<file path="config.mk">
export PLATFORM = sky130hd
export DESIGN_NAME = fault_status_word
export DESIGN_NICKNAME = d
export VERILOG_FILES = /design/src/verilog/fault_word_pkg.sv /design/src/verilog/fault_status_word.sv /design/src/verilog/fault_word_encode.sv
export SDC_FILE = /design/constraint.sdc
export NUM_CORES = 1
export LEC_CHECK = 0
export BUFFER_PORTS_ARGS = -buffer_cell sky130_fd_sc_hd__clkbuf_2
export CAP_MARGIN = 40
export CORE_MARGIN = 2
export CORE_UTILIZATION = 35
export DETAILED_ROUTE_END_ITERATION = 7
export PLACE_DENSITY = 0.63
export RECOVER_POWER = 25
export SLEW_MARGIN = 20
export SYNTH_ARGS = -nofsm -noshare
export SYNTH_HDL_FRONTEND = slang
export SYNTH_SLANG_ARGS = --single-unit
</file>
<file path="constraint.sdc">
create_clock -name pclk -period 2.65 [get_ports pclk]
set_input_delay 0.265 -clock pclk [delete_from_list [all_inputs] [get_ports pclk]]
set_output_delay 0.265 -clock pclk [all_outputs]
set_load 0.03 [all_outputs]
</file>
<file path="src/verilog/fault_word_pkg.sv">
// fault_word_pkg: constants, types and the register map of the bus-fault status logic.
// assumes: included before every file of this block; nothing is imported, all uses are scoped.
package fault_word_pkg;
	// apb byte offsets, one aligned word each
	localparam logic [7:0] OFS_STATUS_WORD = 8'h00; // stacked fault status word, r/w
	localparam logic [7:0] OFS_FAULT_ADDR  = 8'h04; // faulted address, ro
	localparam logic [7:0] OFS_DATA_BUF    = 8'h08; // data buffer of the write, ro
	localparam logic [7:0] OFS_STACKED_PC  = 8'h0c; // stacked program counter, ro
	localparam logic [7:0] OFS_STACKED_SR  = 8'h10; // stacked status register, ro
	localparam logic [7:0] OFS_CONTROL     = 8'h14; // write bit 0: exception return
	localparam logic [7:0] OFS_STATE       = 8'h18; // block state, ro
	// fault status word bit positions
	localparam int BIT_CLASS      = 15; // frame class
	localparam int BIT_MULTI      = 14; // multi-register move
	localparam int BIT_ORIG_HI    = 13; // original size, high
	localparam int BIT_TRACE      = 12; // deferred step
	localparam int BIT_EXT_BREAK  = 11; // external breakpoint
	localparam int BIT_INT_BREAK  = 10; // internal breakpoint
	localparam int BIT_RERUN      = 9;  // rerun write
	localparam int BIT_ATOMIC     = 8;  // read-modify-write
	localparam int BIT_PREFETCH   = 7;  // prefetch class
	localparam int BIT_DIR        = 6;  // 1 read/prefetch, 0 write
	localparam int BIT_ORIG_LO    = 5;  // original size, low
	localparam int BIT_REM_HI     = 4;  // remaining size field
	localparam int BIT_REM_LO     = 3;
	localparam int BIT_SPACE_HI   = 2;  // space code field
	localparam int BIT_SPACE_LO   = 0;
	// size encodings
	localparam logic [1:0] SIZE_LONG = 2'h0;
	localparam logic [1:0] SIZE_BYTE = 2'h1;
	localparam logic [1:0] SIZE_WORD = 2'h2;
	// reset values
	localparam logic [15:0] WORD_RESET = 16'h0000;
	localparam logic [31:0] REG_RESET  = 32'h0000_0000;
	localparam int          CTRL_RETURN_BIT = 0;

	// four fault classes
	typedef enum logic [1:0] {
		FT_RELEASED  = 2'b00, // released write
		FT_EXCEPTION = 2'b01, // during exception processing
		FT_MULTI     = 2'b10, // multi-move operand transfer
		FT_OTHER     = 2'b11  // every other cycle
	} fault_type_t;

	typedef enum logic [1:0] {
		ST_IDLE    = 2'b00, // no fault outstanding
		ST_PENDING = 2'b01, // released write fault waits for a boundary
		ST_STACKED = 2'b10  // frame held for the handler
	} fault_state_t;

	// attributes of the faulted bus cycle, from the bus controller
	typedef struct packed {
		logic       released_write; // overlapped final write
		logic       in_exception;   // exception stacking cycle
		logic       multi_xfer;     // multi-move operand transfer
		logic       multi_fetch;    // prefetch of a multi-move opcode/extension
		logic       prefetch;       // instruction prefetch
		logic       atomic;         // part of a read-modify-write
		logic       read;           // 1 read, 0 write
		logic [1:0] orig_size;      // size of the first cycle
		logic [1:0] rem_size;       // size still to go
		logic [2:0] space;          // space code lines
	} cycle_attr_t;

	// exceptions pending at fault time
	typedef struct packed {
		logic trace;
		logic ext_break;
		logic int_break;
	} pend_t;
endpackage

</file>
<file path="src/verilog/fault_status_word.sv">
// fault_status_word: bus-fault status word logic of the core, with an apb window for handlers.
// assumes: cycle attributes and strobes come from the bus controller, synchronous to pclk;
// the register window is zero-wait apb on the same clock.
// one fault is held at a time; a strobe while busy is dropped.
//
// Behaviour
// - frame class bit 15: exception faults one
// - multi-move flag bit 14, also on fetch
// - original size in bits 13 and 5
// - bit 12 pending trace; re-armed on return
// - breakpoint pending bits 11, 10 always stacked
// - rerun flag bit 9; rerun write on return
// - bit 8 atomic cycle, ignored on return
// - bit 7 prefetch class, ignored on return
// - bit 6 direction, reloaded when rerunning
// - remaining size field, reloaded on rerun
// - space code copied, reloaded on rerun
// - unused bits zero, ignored on return
// - four fault classes
// - released write fault taken at boundary
// - operand access while pending aborts unless at a boundary, takes fault
// - released write fixed pattern of status bits
// - released write stacks pc, sr, address, data
// - prefetch, reads, atomic, peripheral are other class
// - other class aborts now, restores address registers
// - other class stacks trace zero, breaks kept
// - atomic fault sets flag, direction shows phase
`timescale 1ns/1ns
module fault_status_word (
	input  wire                              pclk,            // core clock, 50 mhz
	input  wire                              presetn,         // async reset, low

	// apb slave
	input  wire                              psel,
	input  wire                              penable,
	input  wire                              pwrite,
	input  wire  [7:0]                       paddr,
	input  wire  [31:0]                      pwdata,
	output logic [31:0]                      prdata,
	output logic                             pready,
	output logic                             pslverr,

	// from the bus controller and sequencer
	input  wire                              fault_strobe,    // one-cycle fault event
	input  wire  fault_word_pkg::cycle_attr_t cycle_attr,     // faulted cycle
	input  wire  fault_word_pkg::pend_t      pend_now,        // pending exceptions
	input  wire  [31:0]                      fault_addr,      // faulted address
	input  wire  [31:0]                      fault_data,      // write data buffer
	input  wire  [31:0]                      pc_now,          // pc of next unexecuted insn
	input  wire  [15:0]                      sr_now,          // current status register
	input  wire                              insn_boundary,   // instruction boundary reached
	input  wire                              operand_access,  // next insn wants an operand

	// to the sequencer and bus controller
	output logic                             abort_insn,      // abort current instruction
	output logic                             restore_regs,    // undo address-mode updates
	output logic                             fault_take,      // exception processing starts
	output logic                             frame_valid,     // frame held for handler
	output logic                             rerun_req,       // rerun the stacked write
	output logic                             rerun_dir,       // direction for the rerun
	output logic [1:0]                       rerun_size,      // size for the rerun
	output logic [2:0]                       rerun_space,     // space code for the rerun
	output logic                             requeue_trace,   // re-arm pending trace
	output logic                             requeue_ext_brk, // re-arm external breakpoint
	output logic                             requeue_int_brk  // re-arm internal breakpoint
);
	// encoder input and results
	fault_word_pkg::fault_type_t enc_type;      // class of the selected cycle
	logic [15:0]                 enc_word;      // word of the selected cycle
	fault_word_pkg::cycle_attr_t enc_attr;      // cycle handed to the encoder

	// fsm and frame state
	fault_word_pkg::fault_state_t state_r, state_nxt;
	fault_word_pkg::fault_type_t  type_r, type_nxt;

	// frame captured at the fault or at the take
	fault_word_pkg::cycle_attr_t  attr_r, attr_nxt;   // held attributes while pending
	logic [15:0]                  word_r, word_nxt;   // stacked status word
	logic [31:0]                  addr_r, addr_nxt;   // stacked fault address
	logic [31:0]                  data_r, data_nxt;   // stacked data buffer
	logic [31:0]                  pc_r, pc_nxt;       // stacked pc
	logic [15:0]                  sr_r, sr_nxt;       // stacked sr

	// pulse outputs and rerun attributes
	logic       abort_r, abort_nxt;
	logic       restore_r, restore_nxt;
	logic       take_r, take_nxt;

	logic       rerun_r, rerun_nxt;

	// rerun attributes, held until the next return with the rerun bit set
	logic       rdir_r, rdir_nxt;
	logic [1:0] rsize_r, rsize_nxt;
	logic [2:0] rspace_r, rspace_nxt;

	// requeue pulses after a return
	logic [2:0] requeue_r, requeue_nxt;           // trace, ext, int

	// apb decode
	logic apb_access;    // access phase
	logic apb_wr;        // write takes effect this edge
	logic hit_word;      // status word write
	logic hit_return;    // exception return command
	logic addr_known;    // mapped offset

	// pending released write uses the held cycle; otherwise the live one
	assign enc_attr = (state_r == fault_word_pkg::ST_PENDING) ? attr_r : cycle_attr;

	// classification and word assembly
	fault_word_encode u_encode (
		.attr  (enc_attr),
		.pend  (pend_now),
		.ftype (enc_type),
		.word  (enc_word)
	);

	// map: 00 word, 04 address, 08 data, 0c pc, 10 sr,
	// 14 control (bit 0 returns), 18 state; unmapped
	// offsets raise pslverr, read-only words drop writes

	// apb decode; zero wait states so a transfer is always two cycles
	always_comb begin
		apb_access = psel && penable;
		apb_wr     = apb_access && pwrite;

		hit_word   = 1'b0;
		hit_return = 1'b0;
		addr_known = 1'b1;

		// writes act only in the access phase
		if (paddr == fault_word_pkg::OFS_STATUS_WORD) begin
			hit_word = apb_wr;
		end else if (paddr == fault_word_pkg::OFS_CONTROL) begin
			hit_return = apb_wr && pwdata[fault_word_pkg::CTRL_RETURN_BIT];
		end else if (paddr == fault_word_pkg::OFS_FAULT_ADDR) begin
			addr_known = 1'b1;
		end else if (paddr == fault_word_pkg::OFS_DATA_BUF) begin
			addr_known = 1'b1;
		end else if (paddr == fault_word_pkg::OFS_STACKED_PC) begin
			addr_known = 1'b1;
		end else if (paddr == fault_word_pkg::OFS_STACKED_SR) begin
			addr_known = 1'b1;
		end else if (paddr == fault_word_pkg::OFS_STATE) begin
			addr_known = 1'b1;
		end else begin
			addr_known = 1'b0; // unmapped: error, reads zero
		end
	end

	// apb answer, read mux over frame flops; upper bits of narrow registers read zero
	always_comb begin
		pready  = 1'b1;
		pslverr = apb_access && !addr_known;
		prdata  = fault_word_pkg::REG_RESET;

		// data only in the access phase of a read
		if (apb_access && !pwrite) begin
			if (paddr == fault_word_pkg::OFS_STATUS_WORD) begin
				prdata = {16'h0000, word_r};
			end else if (paddr == fault_word_pkg::OFS_FAULT_ADDR) begin
				prdata = addr_r;
			end else if (paddr == fault_word_pkg::OFS_DATA_BUF) begin
				prdata = data_r;
			end else if (paddr == fault_word_pkg::OFS_STACKED_PC) begin
				prdata = pc_r;
			end else if (paddr == fault_word_pkg::OFS_STACKED_SR) begin
				prdata = {16'h0000, sr_r};
			end else if (paddr == fault_word_pkg::OFS_STATE) begin
				prdata = {26'h0000000, state_r, 2'h0, type_r};
			end else begin
				prdata = fault_word_pkg::REG_RESET;
			end
		end
	end

	// fault sequencing and frame capture
	always_comb begin
		// frame holds unless a fault or the handler moves it
		state_nxt   = state_r;
		type_nxt    = type_r;
		attr_nxt    = attr_r;
		word_nxt    = word_r;
		addr_nxt    = addr_r;
		data_nxt    = data_r;
		pc_nxt      = pc_r;
		sr_nxt      = sr_r;

		// pulses fall back to zero every cycle
		abort_nxt   = 1'b0;
		restore_nxt = 1'b0;
		take_nxt    = 1'b0;
		rerun_nxt   = 1'b0;

		// rerun attributes hold between returns
		rdir_nxt    = rdir_r;
		rsize_nxt   = rsize_r;
		rspace_nxt  = rspace_r;
		requeue_nxt = 3'h0;

		case (state_r)
			fault_word_pkg::ST_IDLE: begin
				if (fault_strobe) begin
					// capture the cycle now, the bus moves on
					type_nxt = enc_type;
					attr_nxt = cycle_attr;
					addr_nxt = fault_addr;
					data_nxt = fault_data;

					if (enc_type == fault_word_pkg::FT_RELEASED) begin
						// overlapped write: let the current insn run to its end
						state_nxt = fault_word_pkg::ST_PENDING;
					end else begin
						// every other class aborts at once
						word_nxt    = enc_word;
						pc_nxt      = pc_now;
						sr_nxt      = sr_now;
						abort_nxt   = 1'b1;
						take_nxt    = 1'b1;

						// only a restartable fault undoes increments
						restore_nxt = (enc_type == fault_word_pkg::FT_OTHER);
						state_nxt   = fault_word_pkg::ST_STACKED;
					end
				end
			end

			fault_word_pkg::ST_PENDING: begin
				if (insn_boundary || operand_access) begin
					// pending bits sampled when the fault is finally taken
					word_nxt  = enc_word;
					pc_nxt    = pc_now; // next unexecuted insn
					sr_nxt    = sr_now;
					take_nxt  = 1'b1;

					// stale data hazard: kill the accessing insn
					abort_nxt = operand_access && !insn_boundary;
					state_nxt = fault_word_pkg::ST_STACKED;
				end
			end

			fault_word_pkg::ST_STACKED: begin
				// handler may rewrite the word, e.g. clear rerun
				if (hit_word) begin
					word_nxt = pwdata[15:0];
				end

				if (hit_return) begin
					// unstack: only rerun, direction, size, space and pending bits matter;
					// atomic, prefetch, class and unused bits are disregarded
					rerun_nxt  = word_r[fault_word_pkg::BIT_RERUN];
					// without rerun the bus controller keeps its old attributes
					if (word_r[fault_word_pkg::BIT_RERUN]) begin
						rdir_nxt   = word_r[fault_word_pkg::BIT_DIR];
						rsize_nxt  = word_r[fault_word_pkg::BIT_REM_HI:fault_word_pkg::BIT_REM_LO];
						rspace_nxt = word_r[fault_word_pkg::BIT_SPACE_HI:fault_word_pkg::BIT_SPACE_LO];
					end

					requeue_nxt = {word_r[fault_word_pkg::BIT_TRACE],
						word_r[fault_word_pkg::BIT_EXT_BREAK],
						word_r[fault_word_pkg::BIT_INT_BREAK]}; // pending trace and breaks re-armed from the word
					state_nxt = fault_word_pkg::ST_IDLE;
				end
			end

			default: begin
				state_nxt = fault_word_pkg::ST_IDLE; // unused code recovers to idle
			end
		endcase
	end

	// state registers
	always_ff @(posedge pclk or negedge presetn) begin
		if (!presetn) begin
			state_r   <= fault_word_pkg::ST_IDLE;
			type_r    <= fault_word_pkg::FT_RELEASED;

			attr_r    <= '0;
			word_r    <= fault_word_pkg::WORD_RESET;
			addr_r    <= fault_word_pkg::REG_RESET;
			data_r    <= fault_word_pkg::REG_RESET;
			pc_r      <= fault_word_pkg::REG_RESET;
			sr_r      <= fault_word_pkg::WORD_RESET;
		end else begin
			state_r   <= state_nxt;
			type_r    <= type_nxt;

			attr_r    <= attr_nxt;
			word_r    <= word_nxt;
			addr_r    <= addr_nxt;
			data_r    <= data_nxt;
			pc_r      <= pc_nxt;
			sr_r      <= sr_nxt;
		end
	end

	// pulse registers
	always_ff @(posedge pclk or negedge presetn) begin
		if (!presetn) begin
			abort_r   <= 1'b0;
			restore_r <= 1'b0;
			take_r    <= 1'b0;
			rerun_r   <= 1'b0;
			requeue_r <= 3'h0;
		end else begin
			abort_r   <= abort_nxt;
			restore_r <= restore_nxt;
			take_r    <= take_nxt;
			rerun_r   <= rerun_nxt;
			requeue_r <= requeue_nxt;
		end
	end

	// rerun attributes
	always_ff @(posedge pclk or negedge presetn) begin
		if (!presetn) begin
			rdir_r    <= 1'b0;
			rsize_r   <= fault_word_pkg::SIZE_LONG;
			rspace_r  <= 3'h0;
		end else begin
			rdir_r    <= rdir_nxt;
			rsize_r   <= rsize_nxt;
			rspace_r  <= rspace_nxt;
		end
	end

	// outputs straight from flops
	assign abort_insn      = abort_r;
	assign restore_regs    = restore_r;
	assign fault_take      = take_r;

	// level: high from the take to the return
	assign frame_valid     = (state_r == fault_word_pkg::ST_STACKED);

	// rerun pulse and the attributes that go with it
	assign rerun_req       = rerun_r;
	assign rerun_dir       = rdir_r;
	assign rerun_size      = rsize_r;
	assign rerun_space     = rspace_r;

	// requeue pulses, one cycle after a return
	assign requeue_trace   = requeue_r[2];
	assign requeue_ext_brk = requeue_r[1];
	assign requeue_int_brk = requeue_r[0];
endmodule

</file>
<file path="src/verilog/fault_word_encode.sv">
// fault_word_encode: classifies a fault and assembles its status word.
// assumes: pure combinational leaf, driven by the fault status top.
`timescale 1ns/1ns
module fault_word_encode (
	input  wire fault_word_pkg::cycle_attr_t attr,  // faulted cycle
	input  wire fault_word_pkg::pend_t       pend,  // pending exceptions
	output fault_word_pkg::fault_type_t      ftype, // class of the fault
	output logic [15:0]                      word   // status word
);
	// classification, exception stacking wins over all others
	always_comb begin
		if (attr.in_exception) begin
			ftype = fault_word_pkg::FT_EXCEPTION;
		end else if (attr.released_write) begin
			ftype = fault_word_pkg::FT_RELEASED; // last multi/peripheral write lands here
		end else if (attr.multi_xfer && !attr.prefetch) begin
			ftype = fault_word_pkg::FT_MULTI;
		end else begin
			ftype = fault_word_pkg::FT_OTHER; // prefetch, reads, atomic, peripheral moves
		end
	end

	// word assembly; every bit not named stays zero
	always_comb begin
		word = fault_word_pkg::WORD_RESET;
		word[fault_word_pkg::BIT_ORIG_HI] = attr.orig_size[1];
		word[fault_word_pkg::BIT_ORIG_LO] = attr.orig_size[0];
		word[fault_word_pkg::BIT_REM_HI:fault_word_pkg::BIT_REM_LO] = attr.rem_size;
		word[fault_word_pkg::BIT_SPACE_HI:fault_word_pkg::BIT_SPACE_LO] = attr.space;
		word[fault_word_pkg::BIT_EXT_BREAK] = pend.ext_break; // every class
		word[fault_word_pkg::BIT_INT_BREAK] = pend.int_break;
		word[fault_word_pkg::BIT_TRACE] = pend.trace;
		case (ftype)
			fault_word_pkg::FT_EXCEPTION: begin
				word[fault_word_pkg::BIT_CLASS] = 1'b1;
				word[fault_word_pkg::BIT_DIR] = 1'b1;
			end
			fault_word_pkg::FT_RELEASED: begin
				word[fault_word_pkg::BIT_RERUN] = 1'b1; // class, atomic, prefetch, dir zero
			end
			fault_word_pkg::FT_MULTI: begin
				word[fault_word_pkg::BIT_MULTI] = 1'b1;
				word[fault_word_pkg::BIT_RERUN] = !attr.read; // write faults rerun
				word[fault_word_pkg::BIT_DIR] = attr.read;
			end
			default: begin
				word[fault_word_pkg::BIT_TRACE] = 1'b0; // instruction restarts
				word[fault_word_pkg::BIT_MULTI] = attr.multi_fetch;
				word[fault_word_pkg::BIT_ATOMIC] = attr.atomic;
				word[fault_word_pkg::BIT_PREFETCH] = attr.prefetch;
				word[fault_word_pkg::BIT_DIR] = attr.read | attr.prefetch;
			end
		endcase
	end
endmodule

</file>
==> results.sh, run 1 <==
export IMPL_grt_pass1_vias=6167
export IMPL_wirelength_um=22360
export IMPL_yosys_top_cells_count="dfrtp_1 (159), mux2_2 (154), nor2_1 (41)"
export IMPL_p_total_mw=9.430
export IMPL_hold_class="in2reg"
export IMPL_ys_ff_latch=159
export IMPL_postRouteAntennaNets=0
export IMPL_min_delay_start="pc_now[22]"
export IMPL_drive_gt1_frac=0.5073
export IMPL_die_area_um2=23420
export IMPL_cts_tree="done"
export IMPL_grt_overflow=0
export IMPL_r2r_end="sr_r[12]"
export IMPL_worst_clock_skew_ps=8.626
export IMPL_max_freq_mhz=407.0
export IMPL_cp_num_buf_inv=3
export IMPL_power_frac_clock=0.290
export IMPL_worstHoldEndpoint="pc_r[22]"
export IMPL_status="finished with violations"
export IMPL_pwr_share_seq=0.450
export IMPL_finalCriticalPeriod_ps=2457
export IMPL_wl_per_cell_um=19.14
export IMPL_synth_edf_count=0
export IMPL_violations="capacitance limit, slew limit"
export IMPL_cp_start_kind="input pin"
export IMPL_syn_area_um2=7772
export IMPL_port_buffer_count=207
export IMPL_area_growth_pct=28.32
export IMPL_critPathKind="in2out"
export IMPL_drc=0
export IMPL_yosysSeqAreaShare=0.5119
export IMPL_synthTopCellsByArea="dfrtp_1 (51%), mux2_2 (22%), nor2_1 (2.0%)"
export IMPL_fin_crit_sh=0.9272
export IMPL_arrival_ps=2190
export IMPL_dr_pass1_iters=4
export IMPL_pre_cts_slack_ps=131.3
export IMPL_grt_max_degree=61
export IMPL_synth_nets=834
export IMPL_start_util=0.3562
export IMPL_whs_path_depth=2
export IMPL_setup_violations=0
export IMPL_crit_path_end_kind="output pin"
export IMPL_worst_r2r_startpoint="state_r[0]"
export IMPL_cp_top_family="simple AND/OR/NAND/NOR gates"
export IMPL_power_internal_mw=6.755
export IMPL_async_flop_share=1.000
export IMPL_crit_chain="clkbuf_2, or3_1, nor4_2, buf_4, nand2_1, a221oi_1, a21o_1, clkbuf_2"
export IMPL_maxSlewViolCount=59
export IMPL_grt_pass1_wl_um=34940
export IMPL_htreeDepth=4
export IMPL_critPathMostFrequentCell="clkbuf_2"
export IMPL_wl_met3_um=1958
export IMPL_multi_input_area_um2=3580
export IMPL_regArea_um2=3979
export IMPL_final_net_count=1051
export IMPL_peakVddDrop_mv=0.4575
export IMPL_dp_hpwl_um=16610
export IMPL_globalplace_congestion=0.8096
export IMPL_swShare=0.2838
export IMPL_fp_coreArea_um2=21820
export IMPL_slew_headroom=-0.06167
export IMPL_ys_flop_type="dfrtp_1"
export IMPL_vias_per_cell=5.135
export IMPL_hold_violations=0
export IMPL_die_w_um=153.0
export IMPL_syn_inst=657
export IMPL_cpPeakStageDelay_ps=520
export IMPL_dr_max_layer_used="met5"
export IMPL_p_switching_mw=2.676
export IMPL_drt_iter0_markers=321
export IMPL_wl_met1_um=9285
export IMPL_p_comb_frac=0.261
export IMPL_cp_slowest_cell="or3_1"
export IMPL_antenna_found_initial=2
export IMPL_cts_buffer_depth=2
export IMPL_vias=5998
export IMPL_cts_buffers_inserted=17
export IMPL_worst_skew_pair_late_latency_ps=430
export IMPL_final_cell_area_um2=9973
export IMPL_post_dp_cell_area_um2=9298
export IMPL_worst_slew_pin_slew_ps=1593
export IMPL_path_clk_slew_ps=70
export IMPL_postSynthAreaPerCell_um2=11.83
export IMPL_wl_met2_um=10760
export IMPL_rows=54
export IMPL_num_fill_cells=2075
export IMPL_dieHeight_um=153.0
export IMPL_io_pins=225
export IMPL_whs_ps=65.14
export IMPL_leakagePower_nw=4.597
export IMPL_track_usage=0.1932
export IMPL_maxCapViolations=1
export IMPL_synth_top_area_frac=0.5119
export IMPL_r2r_setup_slack_ps=300
export IMPL_p_per_area_nw_per_um2=945.6
export IMPL_crit_required_ps=2380
export IMPL_cts_sink_count=159
export IMPL_root_buffer="clkbuf_16"
export IMPL_yosysMostFrequentCell="dfrtp_1"
export IMPL_ff2ff_path_depth=7
export IMPL_cp_max_fo=12
export IMPL_netlist_cell_type_count=51
export IMPL_ys_warn_count=0
export IMPL_setup_ws_ps=192.9
export IMPL_yosysTopAreaCell="dfrtp_1"
==> worst reg2reg max path, delay by kind of cell (launching register included) <==
family	cells	cell delay, ps
buffers and inverters	3	850
muxes	1	330
and+or+nand+nor	2	470
DFF	1	450
AOI/OAI and AO/OA	1	140
==> per-layer routing <==
layer,up-vias,global-route usage
met5,-,0
met4,2,0.04982
met3,28,0.07400
met2,217,0.3125
met1,2940,0.2436
li1,2811,-
==> worst max-delay path by stage <==
| stage | start | to | slack [ps] | depth (start not counted) |
|---|---|---|---|---|
| CTS | state_r[0] | prdata[4] | 40 | 7 |
| floorplan | paddr[2] | prdata[4] | 220 | 7 |
| detailed placement | paddr[7] | prdata[3] | 130 | 8 |
| finish | paddr[7] | prdata[7] | 190 | 8 |
| global route | state_r[0] | prdata[4] | -0.7 | 7 |
| global placement | paddr[7] | prdata[3] | 140 | 8 |
==> power by group through the flow <==
stage	sequential [mW]	clock, mW	combinational, mW
finish	4.24	2.73	2.46
global placement	4.25	0	2.41
floorplan	4.02	0	1.91
global route	4.39	2.90	2.70
detailed placement	4.29	0	2.48
CTS	4.25	2.80	2.49
==> area by class of cell <==
cell class / count / share of cell area
sequential: 159 / 0.3989
multi-input combinational: 440 / 0.3589
timing repair buffer: 244 / 0.1367
clock buffer: 19 / 0.04441
tap: 280 / 0.03513
clock inverter: 13 / 0.02108
inverter: 12 / 0.004516
antenna: 1 / 0.0002509
==> flip-flops by register name, indices dropped and copies added (netlist names), 2 cells and up <==
register and cells:
addr_r 32, attr_r 14, data_r 32, pc_r 32, requeue_r 3, rerun_size 2
rerun_space 3, sr_r 16, state_r 2, type_r 2, word_r 16
==> placed cells by master, fill, tap and decap left out, types with 12 or more instances in the layout <==
cell,count
o21ai_0,24
clkbuf_2,206
mux2_2,154
nand2_1,36
dfrtp_1,159
nor2_1,41
clkbuf_16,17
o22ai_1,17
a21oi_1,23
buf_4,33
nor2b_1,12
inv_1,12
a22oi_1,16
mux2i_1,12
==> through the flow <==
stage,TNS [ps],std cells,util
after global routing,-0.7048,1167,0.4569
after detailed placement,0,1134,0.4260
after CTS,0,1167,0.4564
after floorplan,0,657,-
final,0,1168,0.4570
after global placement,0,1134,0.4257
==> cell families after synthesis <==
family                 count (synthesis)  share of synthesized area
multiplexers                         175                     0.2560
AO/OA/AOI/OAI                        130                     0.1124
AND/OR/NAND/NOR                      134                    0.08757
other                                  1                  0.0004825
buffers and inverters                 58                    0.03171
flip-flops                           159                     0.5119
==> repair_timing <==
action | in CTS | in global routing
hold endpoints to repair | 58 | 0
setup buffers | 0 | 0
hold buffers | 1 | 0
gates resized for setup | 0 | 6
setup endpoints to repair | 0 | 2
Note: power is estimated with default switching activity, not from simulation.
==> run 2, diff against run 1 <==
- CTS_BUF_LIST: not set -> sky130_fd_sc_hd__clkbuf_8
==> results.sh, run 2 (same netlist as run 1, synthesis figures left out) <==
export IMPL_drive_gt1_frac=0.5096
export IMPL_htreeDepth=4
export IMPL_cts_tree="done"
export IMPL_grt_overflow=0
export IMPL_root_buffer="clkbuf_8"
export IMPL_cp_slowest_cell="or3_1"
export IMPL_cpPeakStageDelay_ps=530
export IMPL_critPathKind="in2out"
export IMPL_rows=54
export IMPL_setup_violations=0
export IMPL_utilization=0.4486
export IMPL_drc=0
export IMPL_peakVddDrop_mv=0.3788
export IMPL_leakagePower_nw=4.513
export IMPL_mostFrequentLayoutCells="clkbuf_2 (206), dfrtp_1 (158), mux2_2 (154), nor2_1 (41), nand2_1 (36)"
export IMPL_vias=5973
export IMPL_globalplace_congestion=0.8096
export IMPL_cp_num_buf_inv=3
export IMPL_wl_met3_um=1901
export IMPL_slew_headroom=-0.06552
export IMPL_crit_path_end_kind="output pin"
export IMPL_grt_max_degree=61
export IMPL_wl_per_cell_um=19.15
export IMPL_p_comb_frac=0.279
export IMPL_power_internal_mw=6.192
export IMPL_grt_pass1_wl_um=34780
export IMPL_dp_hpwl_um=16610
export IMPL_multi_input_area_um2=3586
export IMPL_rsz0062_at_grt="no"
export IMPL_dr_pass1_iters=4
export IMPL_maxSlewViolCount=59
export IMPL_wl_met1_um=9437
export IMPL_area_growth_pct=25.95
export IMPL_worst_slew_pin_slew_ps=1598
export IMPL_cts_buffer_depth=2
export IMPL_status="finished with violations"
export IMPL_final_common_cell="clkbuf_2"
export IMPL_dieHeight_um=153.0
export IMPL_p_switching_mw=2.590
export IMPL_maxCapViolations=1
export IMPL_final_net_count=1051
export IMPL_hold_class="in2reg"
export IMPL_cp_max_fo=12
export IMPL_crit_required_ps=2380
export IMPL_critPathMostFrequentCell="clkbuf_2"
export IMPL_violations="capacitance limit, slew limit"
export IMPL_postRouteAntennaNets=0
export IMPL_cp_start_kind="input pin"
export IMPL_swShare=0.2949
export IMPL_dr_max_layer_used="met5"
export IMPL_power_frac_clock=0.239
export IMPL_regArea_um2=3980
export IMPL_worst_clock_skew_ps=12.33
export IMPL_crit_chain="clkbuf_2, or3_1, nor4_2, buf_4, nand2_1, a221oi_1, a21o_1, clkbuf_2"
export IMPL_worst_skew_pair_late_latency_ps=450
export IMPL_top_regs="addr_r (32), data_r (32), pc_r (32)"
export IMPL_finalSetupTns_ps=0
export IMPL_start_util=0.3562
export IMPL_hold_violations=0
export IMPL_cts_buffers_inserted=17
export IMPL_max_freq_mhz=404.9
export IMPL_antenna_found_initial=2
export IMPL_wl_met2_um=10730
export IMPL_port_buffer_count=207
export IMPL_die_area_um2=23420
export IMPL_die_w_um=153.0
export IMPL_grt_pass1_vias=6153
export IMPL_arrival_ps=2200
export IMPL_track_usage=0.1910
export IMPL_path_clk_slew_ps=90
export IMPL_p_per_area_nw_per_um2=897.1
export IMPL_drt_iter0_markers=327
export IMPL_fp_coreArea_um2=21820
export IMPL_r2r_setup_slack_ps=320
export IMPL_pwr_share_seq=0.482
export IMPL_num_fill_cells=2094
export IMPL_cts_sink_count=159
export IMPL_finalCriticalPeriod_ps=2470
export IMPL_fin_crit_sh=0.9320
export IMPL_vias_per_cell=5.114
export IMPL_io_pins=225
export IMPL_cp_top_family="simple AND/OR/NAND/NOR gates"
export IMPL_wirelength_um=22370
export IMPL_postCtsSetupRepairBufs=0
-- run 2: worst register-to-register path, delay by kind of cell (launching register included) --
family / cells / cell delay, ps
buf+inv: 3 / 820
mux: 1 / 320
compound gates: 1 / 140
simple gates: 2 / 470
flops: 1 / 460
-- run 2: stage by stage --
stage | cell area (µm²) | setup WS [ps] | instances | hold slack, ps | power (mW)
finish | 9789 | 180.2 | 1168 | 37.39 | 8.782
global route | 9787 | 34.38 | 1167 | 1.430 | 9.331
CTS | 9773 | 73.61 | 1167 | 5.214 | 8.895
floorplan | 7772 | 223.1 | 657 | -30.59 | 5.927
detailed placement | 9298 | 131.3 | 1134 | 296.7 | 6.775
global placement | 9290 | 143.2 | 1134 | 297.5 | 6.654
-- run 2: power by group through the flow --
stage	logic (mW)	registers (mW)	clock network, mW
after floorplan	1.91	4.02	0
after global placement	2.41	4.25	0
after detailed placement	2.48	4.29	0
after CTS	2.49	4.24	2.16
after global routing	2.70	4.38	2.26
final	2.45	4.23	2.10
-- run 2: routing by layer --
layer | vias up | track usage
met5 | - | 0
met4 | 2 | 0.04012
met3 | 21 | 0.07485
met2 | 199 | 0.3119
met1 | 2940 | 0.2411
li1 | 2811 | -
-- run 2: final cells by class --
type / instances / share of cell area
repair buffers: 244 / 0.1393
diodes: 1 / 0.0002556
clock buffers: 18 / 0.02531
clock inverters: 14 / 0.02186
flip-flops and latches: 159 / 0.4066
multi-input cells: 440 / 0.3663
inverters: 12 / 0.004601
well taps: 280 / 0.03579
-- run 2: worst paths after layout --
check | startpoint | end | cells past startpoint
worst max-delay path | paddr[7] | prdata[7] | 8
worst min-delay path | pc_now[22] | pc_r[22] | 2
worst max register to register | state_r[0] | sr_r[1] | 7
worst min register to register | pc_r[28] | pc_r[28] | 1
max in group asynchronous | presetn | state_r[0] | 2
min in group asynchronous | presetn | addr_r[12] | 2
-- run 2: repair_timing --
action                     CTS  global route
setup endpoints to repair    1             2
hold buffers                 1             0
hold endpoints to repair    58             0
gates cloned                 0             0
gates resized for setup      1             7
